[config.mk]
export PLATFORM = sky130hd
export DESIGN_NAME = mgmt_ctrl
export DESIGN_NICKNAME = d
export VERILOG_FILES = /design/src/mgmt_ctrl_pkg.sv /design/src/mgmt_ctrl.sv
export SDC_FILE = /design/constraint.sdc
export NUM_CORES = 1
export LEC_CHECK = 0
export CORE_MARGIN = 2
export CORE_UTILIZATION = 50
export CTS_CLUSTER_SIZE = 24
export DETAILED_ROUTE_END_ITERATION = 10
export DONT_BUFFER_PORTS = 1
export GPL_TIMING_DRIVEN = 1
export PLACE_DENSITY = 0.66
export SETUP_SLACK_MARGIN = 0.4
export SLEW_MARGIN = 20
export SYNTH_ARGS = -nofsm -noshare
export SYNTH_HDL_FRONTEND = slang
export SYNTH_SLANG_ARGS = --single-unit
[constraint.sdc]
create_clock -name hclk -period 2.85 [get_ports hclk]
set_input_delay 0.4275 -clock hclk [delete_from_list [all_inputs] [get_ports hclk]]
set_output_delay 0.4275 -clock hclk [all_outputs]
set_load 0.03 [all_outputs]
[src/mgmt_ctrl_pkg.sv]
package mgmt_ctrl_pkg;

  // ----------------------------------------------------------------
  // Clock and timing limits
  // ----------------------------------------------------------------
  localparam int CLK_KHZ          = 100000;
  localparam int T_INIT_MS        = 2000;
  localparam int T_RESET_PULSE_US = 2;
  localparam int T_LP_US          = 100;
  localparam int T_INT_ASSERT_MS  = 200;
  localparam int T_INT_CLEAR_US   = 500;
  localparam int T_MASK_MS        = 100;
  localparam int T_SELECT_US      = 100;
  localparam int T_PDOWN_MS       = 100;
  localparam int T_PUP_MS         = 300;

  // Least time: round up
  localparam int T_RESET_PULSE_CYC = (T_RESET_PULSE_US * CLK_KHZ + 999) / 1000;
  // Longest times: round down
  localparam int T_INIT_CYC       = T_INIT_MS * CLK_KHZ;
  localparam int T_LP_CYC         = (T_LP_US * CLK_KHZ) / 1000;
  localparam int T_INT_ASSERT_CYC = T_INT_ASSERT_MS * CLK_KHZ;
  localparam int T_INT_CLEAR_CYC  = (T_INT_CLEAR_US * CLK_KHZ) / 1000;
  localparam int T_MASK_CYC       = T_MASK_MS * CLK_KHZ;
  localparam int T_SELECT_CYC     = (T_SELECT_US * CLK_KHZ) / 1000;
  localparam int T_PDOWN_CYC      = T_PDOWN_MS * CLK_KHZ;
  localparam int T_PUP_CYC        = T_PUP_MS * CLK_KHZ;

  // Worst path from pin to output, synchroniser included
  localparam int PATH_LATENCY_CYC = 4;
  localparam int INIT_SETTLE_CYC  = 64;

  // ----------------------------------------------------------------
  // Register map
  // ----------------------------------------------------------------
  localparam logic [7:0] ADDR_STATUS     = 8'h00;
  localparam logic [7:0] ADDR_FLAGS      = 8'h04;
  localparam logic [7:0] ADDR_MASK       = 8'h08;
  localparam logic [7:0] ADDR_CONTROL    = 8'h0c;
  localparam logic [7:0] ADDR_IRQ_STATUS = 8'h10;
  localparam logic [7:0] ADDR_IRQ_CLEAR  = 8'h14;
  localparam logic [7:0] ADDR_IRQ_ENABLE = 8'h18;

  localparam int FLAG_W        = 8;
  localparam int COND_W        = 7;
  localparam int FLAG_RX_LOSS  = 0;
  localparam int FLAG_TX_FAULT = 1;
  localparam int FLAG_INIT     = 7;

  localparam int ST_NOT_READY  = 0;
  localparam int ST_SERIAL_EN  = 1;
  localparam int ST_LOW_POWER  = 2;
  localparam int ST_IN_RESET   = 3;

  localparam int CTRL_PDOWN    = 0;

  localparam int IRQ_W         = 3;
  localparam int IRQ_FLAG      = 0;
  localparam int IRQ_INIT      = 1;
  localparam int IRQ_RESET     = 2;

  localparam logic [FLAG_W-1:0] MASK_RESET  = 8'h00;
  localparam logic [IRQ_W-1:0]  IRQ_RESET_V = 3'h0;

  // ----------------------------------------------------------------
  // Carriers
  // ----------------------------------------------------------------
  typedef struct packed {
    logic              module_reset_n;
    logic              low_power_request;
    logic              module_select_n;
    logic [COND_W-1:0] cond;
  } pins_t;

  localparam pins_t PINS_IDLE = '{1'b1, 1'b0, 1'b1, 7'h00};

  typedef struct packed {
    logic       valid;
    logic [7:0] addr;
  } ahb_wr_t;

endpackage : mgmt_ctrl_pkg

[src/mgmt_ctrl.sv]
// Local design decisions: register access over AHB-Lite and the address map.
`timescale 1ns/1ps
// Functional notes
// RULE_01 - Fully functional within 2000 ms of start
// RULE_02 - Reset pin low over 2 us resets
// RULE_03 - Serial bus answers within 2000 ms
// RULE_04 - Not-ready cleared, interrupt asserted within 2000 ms
// RULE_05 - Functional within 2000 ms after reset release
// RULE_06 - Low-power pin enters low power within 100 us
// RULE_07 - Interrupt line low within 200 ms
// RULE_08 - Flag read clears; line high within 500 us
// RULE_09 - Receive loss flags within 100 ms
// RULE_10 - Transmit fault flags within 200 ms
// RULE_11 - Other conditions flag within 200 ms
// RULE_12 - Setting mask inhibits interrupt within 100 ms
// RULE_13 - Clearing mask resumes interrupt within 100 ms
// RULE_14 - Select asserted: answer bus within 100 us
// RULE_15 - Select released: stop answering within 100 us
// RULE_16 - Soft power-down enters low power within 100 ms
// RULE_17 - Power-down cleared: functional within 300 ms
// RULE_18 - Write timings start after write completes
// RULE_19 - Interrupt is OR of unmasked set flags
module mgmt_ctrl
  import mgmt_ctrl_pkg::*;
#(
  parameter int INIT_SETTLE = INIT_SETTLE_CYC,
  parameter int INIT_LIMIT  = T_INIT_CYC,
  parameter int LP_LIMIT    = T_LP_CYC,
  parameter int SEL_LIMIT   = T_SELECT_CYC,
  parameter int MASK_LIMIT  = T_MASK_CYC
)(
  input  wire logic              hclk,
  input  wire logic              hresetn,
  input  wire logic              hsel,
  input  wire logic [31:0]       haddr,
  input  wire logic [1:0]        htrans,
  input  wire logic              hwrite,
  input  wire logic [2:0]        hsize,
  input  wire logic [31:0]       hwdata,
  input  wire logic              hready,
  output logic                   hreadyout,
  output logic                   hresp,
  output logic [31:0]            hrdata,
  input  wire logic              module_reset_n,
  input  wire logic              low_power_request,
  input  wire logic              module_select_n,
  input  wire logic [COND_W-1:0] condition_in,
  output logic                   interrupt_request_n,
  output logic                   serial_enable,
  output logic                   low_power_state,
  output logic                   data_not_ready,
  output logic                   irq
);

  // ----------------------------------------------------------------
  // Elaboration checks
  // ----------------------------------------------------------------
  if (INIT_SETTLE < 2 || INIT_SETTLE + PATH_LATENCY_CYC > INIT_LIMIT)
    $error("INIT_SETTLE out of range");
  if (PATH_LATENCY_CYC > LP_LIMIT || PATH_LATENCY_CYC > SEL_LIMIT)
    $error("Pin path too slow");
  if (PATH_LATENCY_CYC > MASK_LIMIT || PATH_LATENCY_CYC > T_INT_CLEAR_CYC)
    $error("Register path too slow");
  if (T_RESET_PULSE_CYC >= 4096)
    $error("Reset filter counter too narrow");

  localparam logic [11:0] RST_CYC = 12'(T_RESET_PULSE_CYC);
  localparam logic [31:0] SETTLE_LAST = 32'(INIT_SETTLE - 1);

  // ----------------------------------------------------------------
  // Pin synchroniser
  // ----------------------------------------------------------------
  pins_t pins_raw;
  pins_t sync1_r;
  pins_t sync2_r;

  assign pins_raw = '{module_reset_n, low_power_request,
                      module_select_n, condition_in};

  always_ff @(posedge hclk or negedge hresetn)
  begin
    if (!hresetn)
    begin
      sync1_r <= PINS_IDLE;
      sync2_r <= PINS_IDLE;
    end
    else
    begin
      sync1_r <= pins_raw;
      sync2_r <= sync1_r;
    end
  end

  // ----------------------------------------------------------------
  // Reset pin pulse filter
  // ----------------------------------------------------------------
  logic [11:0] rst_cnt_r;
  logic        in_reset_r;

  // Glitches shorter than the minimum pulse never reach the logic
  always_ff @(posedge hclk or negedge hresetn)
    if (!hresetn)
      rst_cnt_r <= 12'h000;
    else if (sync2_r.module_reset_n)
      rst_cnt_r <= 12'h000;
    else if (rst_cnt_r != RST_CYC)
      rst_cnt_r <= rst_cnt_r + 12'h001;

  always_ff @(posedge hclk or negedge hresetn)
    if (!hresetn)
      in_reset_r <= 1'b0;
    else if (sync2_r.module_reset_n)
      in_reset_r <= 1'b0;
    else if (rst_cnt_r == RST_CYC)
      in_reset_r <= 1'b1; // RULE_02

  // ----------------------------------------------------------------
  // Initialisation
  // ----------------------------------------------------------------
  logic [31:0] init_cnt_r;
  logic        data_not_ready_r;
  logic        init_done_w;

  assign init_done_w = data_not_ready_r && !in_reset_r
                       && init_cnt_r == SETTLE_LAST;

  always_ff @(posedge hclk or negedge hresetn)
    if (!hresetn)
      init_cnt_r <= 32'h0;
    else if (in_reset_r || !data_not_ready_r)
      init_cnt_r <= 32'h0;
    else
      init_cnt_r <= init_cnt_r + 32'h1;

  // Restart from power-up or from the end of a pin reset
  always_ff @(posedge hclk or negedge hresetn)
    if (!hresetn)
      data_not_ready_r <= 1'b1;
    else if (in_reset_r)
      data_not_ready_r <= 1'b1;
    else if (init_done_w)
      data_not_ready_r <= 1'b0; // RULE_01 RULE_04 RULE_05

  assign data_not_ready = data_not_ready_r;

  // ----------------------------------------------------------------
  // AHB-Lite slave
  // ----------------------------------------------------------------
  logic    addr_phase_w;
  logic    rd_flags_w;
  ahb_wr_t wr_r;
  logic    wr_mask_w;
  logic    wr_ctrl_w;
  logic    wr_irq_clr_w;
  logic    wr_irq_en_w;

  logic [FLAG_W-1:0] flags_r;
  logic [FLAG_W-1:0] mask_r;
  logic              pdown_r;
  logic              serial_enable_r;
  logic              low_power_r;
  logic [IRQ_W-1:0]  irq_status_r;
  logic [IRQ_W-1:0]  irq_enable_r;
  logic [31:0]       hrdata_r;

  function automatic logic hit(input logic [7:0] a, input logic [7:0] off);
    hit = (a == off);
  endfunction : hit

  // Zero wait states; every transfer completes OKAY
  assign hreadyout    = 1'b1;
  assign hresp        = 1'b0;
  assign addr_phase_w = hsel && htrans[1] && hready;
  assign rd_flags_w   = addr_phase_w && !hwrite
                        && hit(haddr[7:0], ADDR_FLAGS)
                        && haddr[31:8] == 24'h0;

  always_ff @(posedge hclk or negedge hresetn)
    if (!hresetn)
      wr_r <= '0;
    else if (hready)
      wr_r <= '{addr_phase_w && hwrite && haddr[31:8] == 24'h0,
                haddr[7:0]};

  // Write data lands in the data phase; effects start next edge
  assign wr_mask_w    = wr_r.valid && hit(wr_r.addr, ADDR_MASK);
  assign wr_ctrl_w    = wr_r.valid && hit(wr_r.addr, ADDR_CONTROL);
  assign wr_irq_clr_w = wr_r.valid && hit(wr_r.addr, ADDR_IRQ_CLEAR);
  assign wr_irq_en_w  = wr_r.valid && hit(wr_r.addr, ADDR_IRQ_ENABLE);

  always_ff @(posedge hclk or negedge hresetn)
  begin
    if (!hresetn)
      hrdata_r <= 32'h0;
    else if (addr_phase_w && !hwrite)
    begin
      hrdata_r <= 32'h0;
      if (haddr[31:8] == 24'h0)
        unique case (haddr[7:0])
          ADDR_STATUS:     hrdata_r <= {28'h0, in_reset_r, low_power_r,
                                        serial_enable_r, data_not_ready_r};
          ADDR_FLAGS:      hrdata_r <= {24'h0, flags_r};
          ADDR_MASK:       hrdata_r <= {24'h0, mask_r};
          ADDR_CONTROL:    hrdata_r <= {31'h0, pdown_r};
          ADDR_IRQ_STATUS: hrdata_r <= {29'h0, irq_status_r};
          ADDR_IRQ_ENABLE: hrdata_r <= {29'h0, irq_enable_r};
          default:         hrdata_r <= 32'h0;
        endcase
    end
  end

  assign hrdata = hrdata_r;

  // ----------------------------------------------------------------
  // Flags, mask and interrupt line
  // ----------------------------------------------------------------
  logic [FLAG_W-1:0] flag_set_w;
  logic              int_n_r;

  assign flag_set_w = {init_done_w, sync2_r.cond};

  // Set wins over the clear of a read in the same cycle
  always_ff @(posedge hclk or negedge hresetn)
  begin
    if (!hresetn)
      flags_r <= '0;
    else if (in_reset_r)
      flags_r <= '0;
    else if (rd_flags_w)
      flags_r <= flag_set_w; // RULE_08
    else
      flags_r <= flags_r | flag_set_w; // RULE_09 RULE_10 RULE_11
  end

  always_ff @(posedge hclk or negedge hresetn)
    if (!hresetn)
      mask_r <= MASK_RESET;
    else if (in_reset_r)
      mask_r <= MASK_RESET;
    else if (wr_mask_w)
      mask_r <= hwdata[FLAG_W-1:0]; // RULE_12 RULE_13 RULE_18

  always_ff @(posedge hclk or negedge hresetn)
    if (!hresetn)
      int_n_r <= 1'b1;
    else
      int_n_r <= ~(|(flags_r & ~mask_r)); // RULE_07 RULE_19

  assign interrupt_request_n = int_n_r;

  // ----------------------------------------------------------------
  // Select gating and power level
  // ----------------------------------------------------------------
  always_ff @(posedge hclk or negedge hresetn)
    if (!hresetn)
      serial_enable_r <= 1'b0;
    else
      serial_enable_r <= !sync2_r.module_select_n // RULE_14 RULE_15
                         && !data_not_ready_r && !in_reset_r; // RULE_03

  assign serial_enable = serial_enable_r;

  always_ff @(posedge hclk or negedge hresetn)
    if (!hresetn)
      pdown_r <= 1'b0;
    else if (in_reset_r)
      pdown_r <= 1'b0;
    else if (wr_ctrl_w)
      pdown_r <= hwdata[CTRL_PDOWN]; // RULE_18

  always_ff @(posedge hclk or negedge hresetn)
    if (!hresetn)
      low_power_r <= 1'b0;
    else
      low_power_r <= sync2_r.low_power_request // RULE_06
                     || pdown_r; // RULE_16 RULE_17

  assign low_power_state = low_power_r;

  // ----------------------------------------------------------------
  // Software interrupt
  // ----------------------------------------------------------------
  logic [IRQ_W-1:0] irq_event_w;
  logic             in_reset_d_r;

  always_ff @(posedge hclk or negedge hresetn)
    if (!hresetn)
      in_reset_d_r <= 1'b0;
    else
      in_reset_d_r <= in_reset_r;

  always_comb
  begin
    irq_event_w            = '0;
    irq_event_w[IRQ_FLAG]  = |(flag_set_w & ~flags_r) && !in_reset_r;
    irq_event_w[IRQ_INIT]  = init_done_w;
    irq_event_w[IRQ_RESET] = in_reset_r && !in_reset_d_r;
  end

  // Clear is write-one; a simultaneous event keeps its bit
  always_ff @(posedge hclk or negedge hresetn)
  begin
    if (!hresetn)
      irq_status_r <= IRQ_RESET_V;
    else if (wr_irq_clr_w)
      irq_status_r <= (irq_status_r & ~hwdata[IRQ_W-1:0]) | irq_event_w;
    else
      irq_status_r <= irq_status_r | irq_event_w;
  end

  always_ff @(posedge hclk or negedge hresetn)
    if (!hresetn)
      irq_enable_r <= IRQ_RESET_V;
    else if (wr_irq_en_w)
      irq_enable_r <= hwdata[IRQ_W-1:0];

  assign irq = |(irq_status_r & irq_enable_r);
endmodule : mgmt_ctrl

==> flow_summary.toml <==
[floorplanning]
floorplan.core_area_um2 = 10200
die_area_um2 = 11200
num_rows = 37
die-height_um = 106
boundaryPins = 123
start_util_pct = 50.9
die_width_um = 106

[yosys]
synth_top_cells_by_area = "dfrtp_1 (50%), buf_4 (3.8%), mux2i_1 (3.1%)"
seq_area_frac_synth_pct = 53.0
combinational_family_with_the_most_area_after_synthesis = "simple AND/OR/NAND/NOR gates"
syn_avg_cell_area_um2 = 10.5
synth_compound_area_share_pct = 9.66
synth-edff-count = 0
synth-async-reset-ratio_pct = 100
yosys_warnings = 0
flops_latches_synth = 110
synthesis.instances = 497
main_flop_type_after_synthesis = "dfrtp_1"
syn-cell-area_um2 = 5200
post_synth_fa_ha_maj_area_fraction_pct = 0.721
synthDominantAreaCellType = "dfrtp_1"
yosys.area_share.simple_pct = 20.1
synth.area.mux_share_pct = 6.11
post-synth-top-area-fraction_pct = 50.0
synth_xor_area_share_pct = 3.20
ys_types = 53

[detailed_routing]
ant_nets = 0
avgViaCountPerCell = 5.64
routed-via-count = 3596
finalWirelength_um = 9990
drc_errors = 0
post_detailed_route_wirelength_per_cell_um = 15.7
detail_route.first_pass.iterations = 4
iter_0_drt_violations = 164

[grt]
grt_first_pass_wirelength_um = 16600
grt_overflow_total = 0
grt_max_degree = 111
grt_pass1_vias = 3513
grt_antenna_before_repair = 0
globalRouteTotalUtil_pct = 18.7

[timing]
max_slew.worst_pin.slew_ns = 0.688
finalClockSkew_ns = 0.0112
fin_crit_ns = 2.17
timing.final.hold_violations = 110
tns_ns = 0
timing_limited_maximum_frequency_mhz = 461
fin_hold_ws_ns = -0.278
timing.max_slew.rel_slack_pct = 53.5
final_min_period_over_clock_period_pct = 76.2
worst_slack_ns = 0.679
maxSlewViolCount = 0
setup_viol = 0
rsz0062_at_grt = "false"

[worst_setup_path]
worst_reg2reg_setup_slack_ns = 0.68
crit_arrival_ns = 2.48
critical_path.max_fanout = 14
worstPathRequired_ns = 3.16
critical_path_class = "register to register"
crit-reg2reg-launch = "init_cnt_r[2]"
reg2reg_depth = 4
rr_endpoint = "init_cnt_r[20]"
worst_setup_path_start_kind = "register"
critPathCaptureType = "register"

[clocking]
root_buffer = "clkbuf_8"
setup_repair_bufs_after_cts = 0
cts_tree = "built"
clock_latency_ns = 0.38
cts_bufs_inserted = 9
clk_pin_slew_worst_paths_ns = 0.11
clock_sink_count = 110
ctsResizeCount = 0
clock_path_buffers = 2
ctsHtreeMaxLevel = 3

[cells_and_area]
most-common-layout-cells = "dfrtp_1 (104), nand2_1 (36), nor2_1 (35)"
final_layout_size_suffix_gt1_share_pct = 9.36
syn2layout_area_growth_pct = 5.17
insertedDiodeCount = 0
finalNetCount = 584
layout.cells.most_common = "dfrtp_1"

[placed_design]
globalplace.congestion = 0.815
number_of_input_and_output_port_buffers_inserted = 0
post-place-ws_ns = 0.736
post-dp-hpwl_um = 6980

[status]
outcome = "complete, but fails checks"
failed_checks = "hold timing"

[pwr]
worst_ir_drop_vdd_mv = 0.317
power_leakage_nw = 2.29
pwr_density_cell_nw_per_um2 = 496

[min_path]
worstHoldPathType = "input pin to async pin"

[run]
drv.max_cap_violation_count = 0
[area by class of cell]
type / count / area (µm²)
timing repair buffer: 10 / 80.1
sequential: 110 / 2760
inverter: 24 / 90.1
clock inverter: 6 / 76.3
clock buffer: 10 / 128
multi-input combinational: 342 / 2170
fill: 885 / 4760
tap: 136 / 170
[layer usage]
layer	wire, µm	share of wire, %	vias up	global-route usage [%]
met5	0	0	-	0
li1	-	-	1741	-
met3	573	5.7	9	4.84
met4	128	1.3	0	6.95
met1	4680	47	1744	25.0
met2	4610	46	102	29.5
[registers in the layout, indices dropped and copies added (netlist names)]
register	cells
data_not_ready	1
flag_set_w	7
flags_r	8
hrdata	8
in_reset_d_r	1
in_reset_r	1
init_cnt_r	32
interrupt_request_n	1
irq_enable_r	3
irq_status_r	3
low_power_state	1
mask_r	8
pdown_r	1
rst_cnt_r	12
serial_enable	1
sync1_r	10
sync2_r	3
wr_r	9
[through the flow]
step / utilization, % / cells / hold WS (ns) / area (µm²) / power [W]
after floorplan: - / 521 / 0.132 / 5300 / 0.00178
after global placement: 51.3 / 620 / 0.135 / 5250 / 0.00176
after detailed placement: 51.3 / 620 / 0.136 / 5250 / 0.00176
after CTS: 53.3 / 636 / -0.297 / 5450 / 0.00275
after global routing: 53.5 / 638 / -0.303 / 5470 / 0.00282
final: 53.5 / 638 / -0.278 / 5470 / 0.00272
[worst max-delay path: stages, from the launching register on]
cell,delay [ns]
dfrtp_1,0.42
and4_1,0.38
nand4_1,0.51
or4_1,0.64
a21oi_1,0.15
[cells in the mapped netlist, types with 4 or more instances]
| cell type | number |
|---|---|
| dfrtp_1 | 104 |
| nand2_1 | 36 |
| nor2_1 | 35 |
| buf_4 | 26 |
| inv_1 | 23 |
| a21oi_1 | 18 |
| nand3_1 | 18 |
| nor4_1 | 18 |
| o21ai_0 | 17 |
| mux2i_1 | 16 |
| clkbuf_1 | 15 |
| or4_1 | 13 |
| nand4_1 | 12 |
| xor2_1 | 12 |
| o22ai_1 | 11 |
| o31ai_1 | 11 |
| mux2_2 | 10 |
| and4_1 | 8 |
| nor2b_1 | 7 |
| or3_1 | 7 |
| xnor2_1 | 7 |
| dfstp_2 | 6 |
| nand2b_1 | 6 |
| and2_1 | 5 |
| a22oi_1 | 4 |
| and3_1 | 4 |
| nor3_1 | 4 |
[how the worst max path moves through the flow]
stage	start	to	slack, ns
global route	init_cnt_r[2]	init_cnt_r[20]	0.50
floorplan	haddr[0]	flags_r[2]	0.88
CTS	init_cnt_r[2]	init_cnt_r[20]	0.72
detailed placement	init_cnt_r[2]	init_cnt_r[20]	0.74
finish	init_cnt_r[2]	init_cnt_r[20]	0.68
global placement	init_cnt_r[2]	init_cnt_r[20]	0.80
[power breakdown]
part           total, W  internal (W)  switching [W]
clock          0.000982      0.000424       0.000557
sequential      0.00163       0.00160      0.0000296
combinational  0.000109     0.0000399      0.0000690
[cell families (layout without fill, tap and decap cells)]
kind of cell	count (synthesis)	after routing
multiplexers	28	28
flip-flops	110	110
AO/OA/AOI/OAI	78	78
XOR/XNOR	19	19
AND/OR/NAND/NOR	188	188
other	2	26
adder cells (fa/ha/maj)	3	3
buffers and inverters	69	50
Power figures use the tool's default switching activity.
